===== src/rtl/ssp_map.svh =====
// Purpose: register map, field positions and counts of the shift port
// Assumes: APB byte address is four times the register index
// Notes: definitions only
//
// Summary of operation
// - 8-bit shift register, 4-bit counter, MSB first
// - shift clock falling edge advances both
// - after eight edges, done output gates clocking
// - interrupt on eighth edge unless write reset
// - reset leaves interrupt disabled
// - data write enables, disable write disables
// - interrupt is a high-to-low transition
// - reset or data write clears counter
// - master mode: software toggles clock pin
// - serial input is input, output open-drain
// - open-drain mode connects shift output
// - software pulls data low as ninth-bit ack
// - slave may hold clock low to stretch
// - software polls lines for start and stop
`ifndef SSP_MAP_SVH
`define SSP_MAP_SVH
`define SSP_ADDR_W        10
`define SSP_IDX_DISABLE   8'hC2
`define SSP_IDX_SHIFT     8'hDD
`define SSP_IDX_CTRL      8'hE0
`define SSP_IDX_STATUS    8'hE1
`define SSP_BITS_DONE     4'h8
`define SSP_CNT_RESET     4'h0
`define SSP_BYTE_RESET    8'h00
`define SSP_CTRL_RESET    8'h14
`define SSP_CTRL_SCL_OUT  0
`define SSP_CTRL_SCL_OD   1
`define SSP_CTRL_SCL_LVL  2
`define SSP_CTRL_SOUT_OD  3
`define SSP_CTRL_SOUT_LVL 4
`define SSP_ERR_DATA      32'h0000_0000
`endif


===== src/rtl/ssp_pkg.sv =====
// Purpose: shared types of the shift port
// Assumes: constants live in ssp_map.svh
// Notes: register strobes and views travel as structs
package ssp_pkg;
    // register writes decoded by the bus slave
    typedef struct packed {
        logic       wrShift;   // data register written
        logic       wrDisable; // disable register written
        logic       wrCtrl;    // pin control written
        logic [7:0] wdata;     // low byte of write data
    } ssp_req_t;
    // register contents shown to the bus slave
    typedef struct packed {
        logic [7:0] shiftData;   // shift register
        logic [7:0] disableData; // last disable value
        logic [7:0] ctrl;        // pin control
        logic [7:0] status;      // live state
    } ssp_view_t;
endpackage : ssp_pkg


===== src/rtl/ssp_pin_sync.sv =====
// Purpose: two-flop synchroniser for asynchronous pins
// Assumes: pins are levels from outside the core clock
// Notes: first stage read only by the second
`timescale 1ns/1ps
module ssp_pin_sync import ssp_pkg::*; #(
    parameter int WIDTH = 3
) (
    input  wire logic             core_clk, // core clock
    input  wire logic             rst,      // sync reset
    input  wire logic [WIDTH-1:0] pinIn,    // raw pins
    output logic      [WIDTH-1:0] pinSync   // synced pins
);
    typedef struct packed {
        logic [WIDTH-1:0] meta; // first stage
        logic [WIDTH-1:0] sync; // second stage
    } ssp_sync_t;
    ssp_sync_t state_reg;       // state
    ssp_sync_t state_next;      // next state
    // one stage pair per pin
    always_comb begin
        state_next = state_reg;
        for (int i = 0; i < WIDTH; i++) begin
            state_next.meta[i] = pinIn[i];
            state_next.sync[i] = state_reg.meta[i];
        end
    end
    // register, idle high like pulled-up lines
    always_ff @(posedge core_clk) begin
        if (rst) begin
            state_reg <= '1;
        end else begin
            state_reg <= state_next;
        end
    end
    assign pinSync = state_reg.sync;
endmodule // ssp_pin_sync


===== src/rtl/ssp_apb_slave.sv =====
// Purpose: APB slave for the shift port registers
// Assumes: zero wait states, one word per register
// Notes: read data captured in setup phase
`timescale 1ns/1ps
`include "ssp_map.svh"
module ssp_apb_slave import ssp_pkg::*; (
    input  wire logic                   core_clk, // core clock
    input  wire logic                   rst,      // sync reset
    input  wire logic [`SSP_ADDR_W-1:0] paddr,    // byte address
    input  wire logic                   psel,     // select
    input  wire logic                   penable,  // access phase
    input  wire logic                   pwrite,   // write
    input  wire logic [31:0]            pwdata,   // write data
    output logic      [31:0]            prdata,   // read data
    output logic                        pready,   // ready
    output logic                        pslverr,  // unmapped
    input  wire ssp_view_t              view,     // register view
    output ssp_req_t                    req       // write strobes
);
    typedef struct packed {
        logic [31:0] rdata; // captured read data
        logic        err;   // unmapped address
    } ssp_apb_t;
    ssp_apb_t state_reg;   // state
    ssp_apb_t state_next;  // next state
    logic [7:0] idx;       // register index
    logic       aligned;   // low address bits zero
    logic       access;    // access phase
    assign idx     = paddr[`SSP_ADDR_W-1:2];
    assign aligned = (paddr[1:0] == 2'h0);
    assign access  = psel & penable;
    // setup phase: decode and capture read word
    always_comb begin
        state_next = state_reg;
        if (psel && !penable) begin
            state_next.err   = 1'b0;
            state_next.rdata = `SSP_ERR_DATA;
            if (!aligned) begin
                state_next.err = 1'b1;
            end else begin
                unique case (idx)
                    `SSP_IDX_SHIFT:   state_next.rdata[7:0] = view.shiftData;
                    `SSP_IDX_DISABLE: state_next.rdata[7:0] = view.disableData;
                    `SSP_IDX_CTRL:    state_next.rdata[7:0] = view.ctrl;
                    `SSP_IDX_STATUS:  state_next.rdata[7:0] = view.status;
                    default:          state_next.err = 1'b1;
                endcase
            end
        end
    end
    // register
    always_ff @(posedge core_clk) begin
        if (rst) begin
            state_reg <= '0;
        end else begin
            state_reg <= state_next;
        end
    end
    // writes act at the access edge, status is read only
    always_comb begin
        req.wdata     = pwdata[7:0];
        req.wrShift   = access & pwrite & ~state_reg.err & (idx == `SSP_IDX_SHIFT);
        req.wrDisable = access & pwrite & ~state_reg.err & (idx == `SSP_IDX_DISABLE);
        req.wrCtrl    = access & pwrite & ~state_reg.err & (idx == `SSP_IDX_CTRL);
    end
    assign prdata  = state_reg.rdata;
    assign pready  = 1'b1;
    assign pslverr = access & state_reg.err;
endmodule // ssp_apb_slave


===== src/rtl/ssp_serial_shift_port.sv =====
// Purpose: serial shift port with bit counter and edge interrupt
// Assumes: pins arrive asynchronously, APB on core_clk
// Notes: shift clock sampled by core clock, edges found by compare
`timescale 1ns/1ps
`include "ssp_map.svh"
module ssp_serial_shift_port import ssp_pkg::*; (
    input  wire logic                   core_clk, // 40 MHz core clock
    input  wire logic                   rst,      // sync reset
    input  wire logic [`SSP_ADDR_W-1:0] paddr,    // APB address
    input  wire logic                   psel,     // APB select
    input  wire logic                   penable,  // APB enable
    input  wire logic                   pwrite,   // APB direction
    input  wire logic [31:0]            pwdata,   // APB write data
    output logic      [31:0]            prdata,   // APB read data
    output logic                        pready,   // APB ready
    output logic                        pslverr,  // APB error
    input  wire logic                   sclIn,    // clock pin level
    output logic                        sclOut,   // clock pin drive
    output logic                        sclOe,    // clock pin enable
    input  wire logic                   sinIn,    // serial input pin
    input  wire logic                   soutIn,   // serial output pin level
    output logic                        soutOut,  // serial output drive
    output logic                        soutOe,   // serial output enable
    output logic                        serialIrqN // falling-edge request
);
    // whole block state
    typedef struct packed {
        logic [7:0] shiftReg;    // data and shift register
        logic [3:0] bitCount;    // counted falling edges
        logic       irqEnable;   // interrupt armed
        logic       irqN;        // request line, idle high
        logic [7:0] disableReg;  // last disable write
        logic [7:0] ctrl;        // pin control
        logic       sclPrev;     // previous synced clock
        logic       sclOutQ;     // clock pin drive
        logic       sclOeQ;      // clock pin enable
        logic       soutOeQ;     // data pin enable
    } ssp_state_t;

    ssp_state_t state_reg;   // registered state
    ssp_state_t state_next;  // next state
    ssp_req_t   req;         // decoded writes
    ssp_view_t  view;        // readable contents
    logic [2:0] pinSync;     // synced scl, sin, sout
    logic       sclSync;     // synced clock pin
    logic       sinSync;     // synced serial input
    logic       soutSync;    // synced serial output pin
    logic       countDoneOut;// low once eight bits counted
    logic       sclFall;     // falling edge seen
    logic       shiftStep;   // counted edge
    logic       lastBit;     // this edge ends the byte

    // register bus
    ssp_apb_slave u_apb (
        .core_clk (core_clk),
        .rst      (rst),
        .paddr    (paddr),
        .psel     (psel),
        .penable  (penable),
        .pwrite   (pwrite),
        .pwdata   (pwdata),
        .prdata   (prdata),
        .pready   (pready),
        .pslverr  (pslverr),
        .view     (view),
        .req      (req)
    );

    // pins cross into the core clock
    ssp_pin_sync #(
        .WIDTH (3)
    ) u_sync (
        .core_clk (core_clk),
        .rst      (rst),
        .pinIn    ({soutIn, sinIn, sclIn}),
        .pinSync  (pinSync)
    );

    assign sclSync  = pinSync[0];
    assign sinSync  = pinSync[1];
    assign soutSync = pinSync[2];

    // counter terminal output, low after eight pulses
    assign countDoneOut = (state_reg.bitCount != `SSP_BITS_DONE);

    // edge finder on the synced clock
    assign sclFall = state_reg.sclPrev & ~sclSync;

    // only edges while clocking is enabled count
    assign shiftStep = sclFall & countDoneOut;

    // the eighth counted edge
    assign lastBit = shiftStep
                   && (state_reg.bitCount == `SSP_BITS_DONE - 4'h1);

    // next-state logic
    always_comb begin
        state_next = state_reg;
        state_next.sclPrev = sclSync;

        // counted edge: shift toward MSB, capture input
        if (shiftStep) begin
            state_next.shiftReg = {state_reg.shiftReg[6:0], sinSync};
            state_next.bitCount = state_reg.bitCount + 4'h1;
        end

        // eighth edge drops the request line if armed
        if (lastBit && state_reg.irqEnable) begin
            state_next.irqN = 1'b0;
        end

        // disable write: clear wins, line released
        if (req.wrDisable) begin
            state_next.disableReg = req.wdata;
            state_next.irqEnable  = 1'b0;
            state_next.irqN       = 1'b1;
        end

        // data write: load, restart count, arm
        if (req.wrShift) begin
            state_next.shiftReg  = req.wdata;
            state_next.bitCount  = `SSP_CNT_RESET;
            state_next.irqEnable = 1'b1;
            state_next.irqN      = 1'b1;
        end

        // pin control write
        if (req.wrCtrl) begin
            state_next.ctrl = req.wdata;
        end

        // clock pin: input, push-pull or open-drain
        state_next.sclOutQ = state_next.ctrl[`SSP_CTRL_SCL_LVL];
        if (!state_next.ctrl[`SSP_CTRL_SCL_OUT]) begin
            state_next.sclOeQ = 1'b0;
        end else if (state_next.ctrl[`SSP_CTRL_SCL_OD]) begin
            state_next.sclOeQ = ~state_next.ctrl[`SSP_CTRL_SCL_LVL];
        end else begin
            state_next.sclOeQ = 1'b1;
        end

        // data pin open-drain: low when top bit or port bit is zero
        state_next.soutOeQ = state_next.ctrl[`SSP_CTRL_SOUT_OD]
                           & ~(state_next.shiftReg[7]
                               & state_next.ctrl[`SSP_CTRL_SOUT_LVL]);
    end

    // state register, reset clears counter and disarms
    always_ff @(posedge core_clk) begin
        if (rst) begin
            state_reg.shiftReg   <= `SSP_BYTE_RESET;
            state_reg.bitCount   <= `SSP_CNT_RESET;
            state_reg.irqEnable  <= 1'b0;
            state_reg.irqN       <= 1'b1;
            state_reg.disableReg <= `SSP_BYTE_RESET;
            state_reg.ctrl       <= `SSP_CTRL_RESET;
            state_reg.sclPrev    <= 1'b1;
            state_reg.sclOutQ    <= 1'b1;
            state_reg.sclOeQ     <= 1'b0;
            state_reg.soutOeQ    <= 1'b0;
        end else begin
            state_reg <= state_next;
        end
    end

    // register view for reads, status lets software poll lines
    always_comb begin
        view.shiftData   = state_reg.shiftReg;
        view.disableData = state_reg.disableReg;
        view.ctrl        = state_reg.ctrl;
        view.status      = {soutSync, sclSync, sinSync, state_reg.irqEnable,
                            countDoneOut, state_reg.bitCount[2:0]};
    end

    // pin drivers, open-drain pins only ever pull low
    assign sclOut     = state_reg.sclOutQ;
    assign sclOe      = state_reg.sclOeQ;
    assign soutOut    = 1'b0;
    assign soutOe     = state_reg.soutOeQ;
    assign serialIrqN = state_reg.irqN;
endmodule // ssp_serial_shift_port


===== config.mk =====
export PLATFORM = sky130hd
export DESIGN_NAME = ssp_serial_shift_port
export DESIGN_NICKNAME = d
export VERILOG_FILES = /design/src/rtl/ssp_pkg.sv /design/src/rtl/ssp_pin_sync.sv /design/src/rtl/ssp_apb_slave.sv /design/src/rtl/ssp_serial_shift_port.sv
export VERILOG_INCLUDE_DIRS = /design/src /design/src/rtl
export SDC_FILE = /design/constraint.sdc
export NUM_CORES = 1
export LEC_CHECK = 0
export BUFFER_PORTS_ARGS = -buffer_cell sky130_fd_sc_hd__buf_2
export CAP_MARGIN = 10
export CORE_ASPECT_RATIO = 0.6
export CORE_UTILIZATION = 25
export DETAILED_ROUTE_END_ITERATION = 7
export PLACE_DENSITY = 0.49
export SLEW_MARGIN = 20
export SYNTH_ARGS = -nofsm -noshare
export SYNTH_HDL_FRONTEND = slang
export SYNTH_HIERARCHICAL = 1
export SYNTH_SLANG_ARGS = --single-unit

===== constraint.sdc =====
create_clock -name core_clk -period 5.6 [get_ports core_clk]
set_clock_uncertainty 0.15 [all_clocks]
set_input_delay 0.56 -clock core_clk [delete_from_list [all_inputs] [get_ports core_clk]]
set_output_delay 0.56 -clock core_clk [all_outputs]
set_load 0.005 [all_outputs]

# Yosys cells after proc, flatten, opt, wreduce, memory -nomap -nowiden
# Cells that the tools add are included.
[totals] rom_bits=0 reg_bits=49 latchBits=0 out_inout_bits=39 inputBits=50 ram_bits=0 memories=0
[op_classes] n_mux=10 add_sub_neg=1 reduce_logical=11 bitwise=16 n_div=0 magnitude_cmp=0 n_shift=0 n_eq_ne=6 mul=0
[ops] cell="$eq A8 B8 Y1 const B" count=4
[ops] cell="$pmux W8 S4" count=1
[ops] cell="$mux W14" count=1
[ops] cell="$mux W12" count=1
[ops] cell="$and A1 B1 Y1" count=11
[ops] cell="$mux W10" count=1
[ops] cell="$mux W8" count=1
[ops] cell="$mux W5" count=1
[ops] cell="$not A1 Y1" count=5
[ops] cell="$add A4 B1 Y4 const B" count=1
[ops] cell="$eq A4 B3 Y1 const B" count=1
[ops] cell="$mux W1" count=4
[ops] cell="$ne A4 B4 Y1 const B" count=1
[ops] cell="$reduce_bool A2 Y1" count=2
[ops] cell="$reduce_or A2 Y1" count=2
[ops] cell="$reduce_or A4 Y1" count=1
[ops] cell="$logic_and A1 B1 Y1" count=3
[ops] cell="$reduce_or A3 Y1" count=1
[ops] cell="$logic_not A2 Y1" count=1
[ops] cell="$logic_not A1 Y1" count=1

# Logic depth before layout (Yosys ltp)
# Gate-level depths: netlist of the first run.
[logic_depth] ltp_word=11 depth_mapped=8

# By module
# Netlist of the first run, hierarchy kept.
[modules_own_cells] mod="ssp_serial_shift_port" instances=1 area_each_um2=1403.8 cells_each=138
[modules_own_cells] mod="ssp_apb_slave" instances=1 area_each_um2=1008.5 cells_each=125
[modules_own_cells] mod="ssp_pin_sync" instances=1 area_each_um2=157.7 cells_each=12

# Least setup slack after synthesis of the first run
# Ideal clock, no wire load.
[synth_timing] path_type="in2reg" from="input port paddr[2]" to="register state_reg[30] (netlist name)" setup_ns=0.103 path_buffers=3 path_slack_ns=3.396 t_required_ns=5.347 t_arrival_ns=1.950 path_stages=8 cell_sequence="buf_6 > nand4_2 > or2_4 > nor3_1 > buf_2 > buf_2 > nor2_1 > a2111oi_2"
[synth_lines] element="start: declaration" line="ssp_serial_shift_port.sv:9" source="input wire logic [`SSP_ADDR_W-1:0] paddr,"
[synth_lines] element="end signal: assignment" line="ssp_serial_shift_port.sv:162" source="state_reg <= state_next;"
[synth_lines] element="end: declaration" line="ssp_serial_shift_port.sv:40" source="ssp_state_t state_reg;"

==> summary by stage, run 1 <==
STA
The count of endpoints failing hold in the final timing report is 0. Setup repair after global routing left no endpoint under its margin. The post-route minimum period is 2450 ps. The total of endpoints with negative setup slack in the final report is 0. The maximum clock frequency is 409 MHz. At the pin with the least slew margin, the transition time is about 950 ps.

Headroom to the max-slew limit came out at 0.368. The number of pins exceeding their max-slew limit in the final report is 0. Setup slack closes at 3150 ps.

The post-route clock period utilization is 0.437. Adding up every negative setup slack in the final design gives 0 ps.

Clock network
The maximum buffer depth of the clock tree is 2. The cell chosen for the clock root is clkbuf_16. The number of buffers added by the clock tree synthesis step is 5. In this run, post-CTS hold repair placed 0 buffers. The number of H-tree levels is 2. After clock tree synthesis, the clock-pin slew on the worst setup and hold paths is roughly 60 ps. The clock latency reported for the late side of the worst-skew pair is 290 ps. In this run the post-CTS setup repair buffer count came out at 0. The clock tree from TritonCTS is built. Once the clock tree was built, the resizer swapped 0 gates to a different size. The clock sink total is 48.

Power and ir drop
The power consumption is about 740 µW. VDD sags by at most 0.174 mV. Power spread over the standard cell area amounts to 264 nW/µm². The static power due to leakage is 1.06 nW.

Logic synthesis
The sequential-to-total area share from yosys stat is 0.374. The cell area that synthesis handed to floorplanning was roughly 2600 µm². A synthesized cell averages just over 9 µm². By area the synthesized netlist is led by dfxtp_1 (37%), buf_4 (12%), mux2i_1 (9.3%).

The number of enable flip-flop cells after synthesis is 0. The post-synthesis register bit count is 48. Of the post-synthesis cell area, the dominant cell type holds 0.374. The main flop type after synthesis is dfxtp_1.

During synthesis, Yosys emitted a total of 6 warnings. The post-synthesis cell type count is 48. The async set or reset register ratio after synthesis is 0. The number of instances in the synthesized netlist is 275.

The biggest area contributor in the post-synthesis netlist is dfxtp_1.

Drt
The count of nets left with antenna violations once routing finished came out at 0. The detailed router placed 1,849 vias in this run. The vias per cell is 4.33. The total iterations of the first detailed-routing run is 4. The detailed router finished its first iteration with 92 violations. The detailed-route wire length per cell is 13.3 µm. The number of remaining DRC errors is 0. Wires add up to between 5000 and 6000 µm.

Finish
In the final layout, flip-flops and latches occupy ~960 µm². The number of nets in the finished design is 343. The final instance area is between 2000 and 3000 µm². Summing all multi-input logic gate instances after layout gives between 1000 and 1500 µm².

The repair_antennas step left the layout with diodes totalling 0. The synthesis-to-layout area growth is 9.25%. The number of flip-flops under the largest register name is 30. Fill cells in the final layout number 1,075. In the final layout, the share of cells above drive strength 1 is 0.250.

Global route
The overall fraction of global-route tracks in use is 0.110. In this run the most used layer during global routing was met1. In the global route stage, met3 resource usage came out at 0.0328. The maximum number of pins on one net before global-route repair is 47.

The number of global-route vias before repair is about 1,700. The global-route wire length before repair is 8870 µm. For met1 alone, demand over resource in global routing was 0.160. The global route total overflow is 0. The initial antenna violation count came to 0. For this run, global-route usage on met2 was measured as 0.148.

Placed design
The placed standard-cell area is 2640 µm². During placement, the flow inserted port buffers numbering 38. The final weighted congestion in routability-driven placement is about 0.75. Detailed placement ended at an HPWL of approximately 4000 µm.

The worst slack after detailed placement is 2880 ps.

Status
The run finished with clean final reports.

Setup path
STA classifies the critical path startpoint as an input port. STA classifies the critical path endpoint as a register. The setup slack of the most critical reg-to-reg path is between 3000 and 4000 ps. At the worst endpoint, the arrival time is 2470 ps. At the worst endpoint, the required time is approximately 5600 ps. The setup path with the least slack is of type input port to register. Along the worst path, the maximum fanout reaches 10.

Floorplan
The full die area is 10,700 µm². The number of I/O pins is 89. The die is between 100 and 150 µm wide.

The die outline height is 80.5 µm. The effective utilization at floorplan is 0.259. The floorplan row count is 28.

After floorplanning, the core was sized to cover 9910 µm².

Worst hold path
The min-delay analysis places its worst path in the category register to register.

Run
The number of maximum-capacitance constraint violations is 0.
-- report_power, final --
group	total, mW	switching, mW	leakage (nW)	internal [mW]
combinational	0.0500	0.0315	0.594	0.0186
clock	0.339	0.129	0.0808	0.210
sequential	0.351	0.00416	0.389	0.347
-- final cells by class --
class,count,area share
repair buffers,41,0.0758
inverters,7,0.00936
clock inverters,2,0.0125
flip-flops and latches,48,0.342
multi-input cells,188,0.454
well taps,135,0.0602
clock buffers,6,0.0459
-- synth_stat cells (2+ instances only) --
master      n
dfxtp_1    48
buf_4      42
mux2i_1    24
nor2_1     23
nor3_1     16
nand2_1    14
a221oi_1    8
nor2b_1     8
o21ai_0     8
a2111oi_2   7
a211oi_1    7
buf_2       6
inv_1       6
or2_1       6
a21oi_1     3
clkbuf_1    3
conb_1      3
nand3_1     3
nor3_2      3
and2_1      2
and3_1      2
ha_1        2
nand2b_1    2
nand4_1     2
nor2_4      2
or2_2       2
xor2_1      2
-- metrics by stage --
step	cells	util	hold slack, ps
after floorplan	298	-	233
after global routing	427	0.283	267
after CTS	427	0.283	254
after global placement	419	0.267	241
final	427	0.283	255
after detailed placement	419	0.267	238
-- worst paths after layout --
check                                          start                 to  cells after the start
worst max-delay path                        paddr[6]             soutOe                      8
worst max register to register    u_apb/state_reg[0]             soutOe                      7
worst min-delay path            u_sync/state_next[2]  u_sync/pinSync[2]                      1
worst min register to register  u_sync/state_next[2]  u_sync/pinSync[2]                      1
-- logic make-up (layout without fill, tap and decap cells) --
kind of cell               after synthesis  after routing  share of synthesized area
AOI/OAI and AO/OA                       41             41                      0.142
xor gates and xnor gates                 3              3                     0.0102
adders and majority gates                2              2                    0.00974
buffers and inverters                   62             56                      0.166
DFF                                     48             48                      0.374
muxes                                   24             24                     0.0935
other                                    3             26                    0.00438
and+or+nand+nor                         92             92                      0.201
-- cells in the final DEF, fill, tap and decap left out, types with 3 or more instances in the layout --
cell type and n:
dfxtp_1 48, buf_2 38, conb_1 26, mux2i_1 24, nor2_1 23, nor3_1 15
nand2_1 14, nor2b_1 8, o21ai_0 8, a221oi_1 8, a211oi_1 7, a2111oi_2 7
inv_1 6, or2_1 6, clkbuf_16 5, nor3_2 4, a21oi_1 3, nand3_1 3
buf_4 3
-- per-layer routing --
layer / vias to the layer above / part of all wire / wire length, µm
met5: - / 0 / 0
met4: 0 / 0.011 / 63
met3: 7 / 0.058 / 329
met2: 50 / 0.39 / 2210
met1: 866 / 0.54 / 3060
li1: 926 / - / -
-- critical path, stage by stage --
cell	delay, ps
buf_2	120
nor3_2	250
nand4bb_1	510
nor3_1	310
buf_4	270
mux2i_1	220
nor2_1	80
o31a_1	160
(Power assumes the default switching activity.)
==> run 2, diff against run 1 <==
--- a/config.mk
+++ b/config.mk
@@ -6,12 +6,13 @@
 export SDC_FILE = /design/constraint.sdc
 export NUM_CORES = 1
 export LEC_CHECK = 0
+export ABC_AREA = 1
 export BUFFER_PORTS_ARGS = -buffer_cell sky130_fd_sc_hd__buf_2
 export CAP_MARGIN = 10
 export CORE_ASPECT_RATIO = 0.6
 export CORE_UTILIZATION = 25
 export DETAILED_ROUTE_END_ITERATION = 7
-export PLACE_DENSITY = 0.49
+export PLACE_DENSITY = 0.48
 export SLEW_MARGIN = 20
 export SYNTH_ARGS = -nofsm -noshare
 export SYNTH_HDL_FRONTEND = slang
==> constraint.sdc (replaced) <==
create_clock -name core_clk -period 2.3 [get_ports core_clk]
set_clock_uncertainty 0.15 [all_clocks]
set_input_delay 0.23 -clock core_clk [delete_from_list [all_inputs] [get_ports core_clk]]
set_output_delay 0.23 -clock core_clk [all_outputs]
set_load 0.005 [all_outputs]
==> summary by stage, run 2 <==
Finish
The number of flip-flops under the largest register name is 30. The library cells used most frequently in the layout, excluding fill and tap cells, are nand2_1 (72), dfxtp_1 (48), nand3_1 (45), inv_1 (38), buf_2 (38). After routing the design area is between 3000 and 4000 µm². The area growth from synthesis to layout is 11.7%.

The count of inserted antenna diode cells is 0. In the final layout, the share of cells above drive strength 1 is 0.240. The number of nets in the finished design is 460. The core occupancy in the finished layout is 0.289. Leaving out fill and tap cells, the most frequent cell in the layout is nand2_1.

Worst hold path
In this run the most critical hold path is launched from pwdata[1]. The path category of the worst min-delay check is input port to register. The instance count along the most critical hold path is 3. The end point of the worst hold path is state_reg[13].

Clock network
The number of gates resized after CTS is 0. The clock tree from TritonCTS is built. The maximum buffer depth of the clock tree is 2. The tree is rooted in a clkbuf_16. TritonCTS created 5 clock buffers. The clock latency reported for the late side of the worst-skew pair is around 300 ps.

In this run, post-CTS hold repair placed 3 buffers. The tree built by TritonCTS fans out to 48 sinks. The clock input transition at the sequential cells of the worst setup and hold paths is 70 ps. In this run the post-CTS setup repair buffer count came out at 0. The H-tree generated during clock tree synthesis spans 2 levels.

Logic synthesis
The share of Yosys cell area claimed by the top area cell type is 0.351. During synthesis, Yosys emitted a total of 6 warnings. Yosys attributes the largest share of cell area to dfxtp_1 (35%), buf_4 (12%), nand2_1 (9.9%). The sequential-to-total area share from yosys stat is 0.351. Synthesis handed over a netlist of roughly 380 instances. In this run, synthesis inferred 0 flip-flops with an integrated enable. The post-synthesis register bit count is 48. The commonest cells after synthesis are nand2_1 (72), dfxtp_1 (48), nand3_1 (45), buf_4 (43), inv_1 (38). For this run, asynchronously set or reset flops after synthesis account for 0. The synthesized netlist contains 29 unique library cells. The synthesized netlist occupies a cell area of 2740 µm².

The cell type with the largest total area after synthesis is dfxtp_1. Dividing the synthesized area by the synthesized cell count gives 7.15 µm². The most used flip-flop cell after synthesis is dfxtp_1. nand2_1 is the most common cell in the netlist.

Placed design
The HPWL after detailed placement is 5130 µm. During placement, the flow inserted port buffers numbering 38. The placed standard-cell area is 2850 µm². OpenSTA, run right after detailed placement, puts the worst setup slack at 406 ps. Routability-driven placement finished with a final weighted congestion of 0.810.

STA
The maximum clock frequency is slightly below 600 MHz. The setup total negative slack is 0 ps. In this run the tightest slew margin relative to its limit is 0.636. The total of endpoints with negative setup slack in the final report is 0.

The post-route minimum period is 1690 ps. For the pin with the worst max-slew slack, the measured transition is 545 ps. The count of endpoints failing hold in the final timing report came to 0. Setup slack closes at 614 ps.

Setup repair after global routing left no endpoint under its margin. The number of pins exceeding their max-slew limit in the final report is 0. The post-route clock period utilization is 0.733.

Drt
The first detailed-routing pass ran for 5 iterations. After detailed routing, the number of vias per cell comes to 4.30. The starting DRC count in detailed routing is 165. The detailed-route wire length is 6800 µm. Dividing the detail-routed wire length by the instance count gives 12.4 µm.

The number of remaining DRC errors is 0. The antenna violation net count after detailed routing is 0. Across all layers, the routed design uses 2,359 vias.

Floorplan
The core region is 10,600 µm². The number of I/O pins is 89. The full die area is ~11,000 µm². The overall die width is 137 µm. The die outline height is 83.1 µm.

The effective utilization at floorplan is 0.259. The floorplan row count is 29.

Setup path
The launch point of the worst reg-to-reg path is state_reg[22]. The arrival time reported for the critical path endpoint is between 1500 and 2000 ps. Of all nets on the critical path, the largest fanout is 14.

The endpoint of the worst register-to-register path is serialIrqN. For flop-to-flop paths, the worst setup slack is 610 ps. The worst setup path is of the register to register kind. The kind of end point of the critical path is a register. Measured in cells, the most critical reg-to-reg path has a length of 8. The critical path launch point type is a register. STA puts the critical path data required time at about 2300 ps.

Global route
The first global-routing pass estimated roughly 11,000 µm of wire. The maximum number of pins on one net before global-route repair is 21. Global routing finished with a remaining overflow of 0. The number of global-route vias before repair is 2,194. The initial antenna violation count was 0. For this run, the total global-route usage over all layers was measured as 0.126.

Status
The run finished with clean final reports.

Power and ir drop
The peak supply drop is between 0.2 and 0.3 mV. Dividing total power by cell area gives a power density of 614 nW/µm². The static power due to leakage is ~1.4 nW. Overall power consumption after layout is estimated at 1.88 mW.

Run
The number of maximum-capacitance constraint violations is 0.
[run 2: cell count changes after synthesis, moves of 10 or more]
| cell | before | now |
|---|---|---|
| inv_1 | 6 | 38 |
| mux2i_1 | 24 | 0 |
| nand2_1 | 14 | 72 |
| nand2_2 | 0 | 13 |
| nand3_1 | 3 | 45 |
| nor2_1 | 23 | 33 |
| nor3_1 | 16 | 2 |
| o21ai_0 | 8 | 20 |
[run 2: metrics by stage]
stage	std cells	hold WS (ps)
detailed placement	537	244
global placement	537	246
global route	548	83.8
floorplan	406	165
CTS	548	65.6
finish	548	65.1
[run 2: critical path, cell delays in order, from the launching register on]
cell	delay (ps)
dfxtp_1	390
inv_1	90
ha_1	250
nand3_4	160
nand2_4	150
inv_2	100
nand3_1	80
o21ai_1	140
nand2_1	60
[run 2: kinds of logic (layout without fill, tap and decap cells)]
group	Yosys count	in the layout	synth area share
flip-flops	48	48	0.351
AO/OA/AOI/OAI	44	44	0.0973
other	3	26	0.00411
buffers and inverters	98	101	0.203
AND/OR/NAND/NOR	188	188	0.336
adder cells (fa/ha/maj)	2	2	0.00913
[run 2: final cells by class]
type | count | area, µm²
clock buffers | 7 | 153
clock inverters | 1 | 30.0
fillers | 1177 | 7530
inverters | 47 | 176
multi-input cells | 260 | 1310
flip-flops and latches | 48 | 961
well taps | 139 | 174
repair buffers | 46 | 258
[run 2: metal layers]
layer  global-route usage  vias to the layer above  wire length (µm)  part of all wire
met2                0.168                      104              2470              0.36
met4               0.0320                        0                56            0.0082
met5                    0                        -                 0                 0
met1                0.196                     1057              3720              0.55
li1                     -                     1191                 -                 -
met3               0.0324                        7               558             0.082
[run 2: worst max-delay path by stage]
stage,from,endpoint,slack [ps]
after floorplan,paddr[8],sclOe,830
after global placement,paddr[5],soutOe,400
after detailed placement,paddr[5],soutOe,410
after CTS,state_reg[22],serialIrqN,600
after global routing,state_reg[22],state_reg[31],480
final,state_reg[22],serialIrqN,610
[run 2: report_power, final]
part           switching, mW  internal [mW]
Combinational         0.0923         0.0419
Clock                  0.322          0.573
Sequential           0.00684          0.842
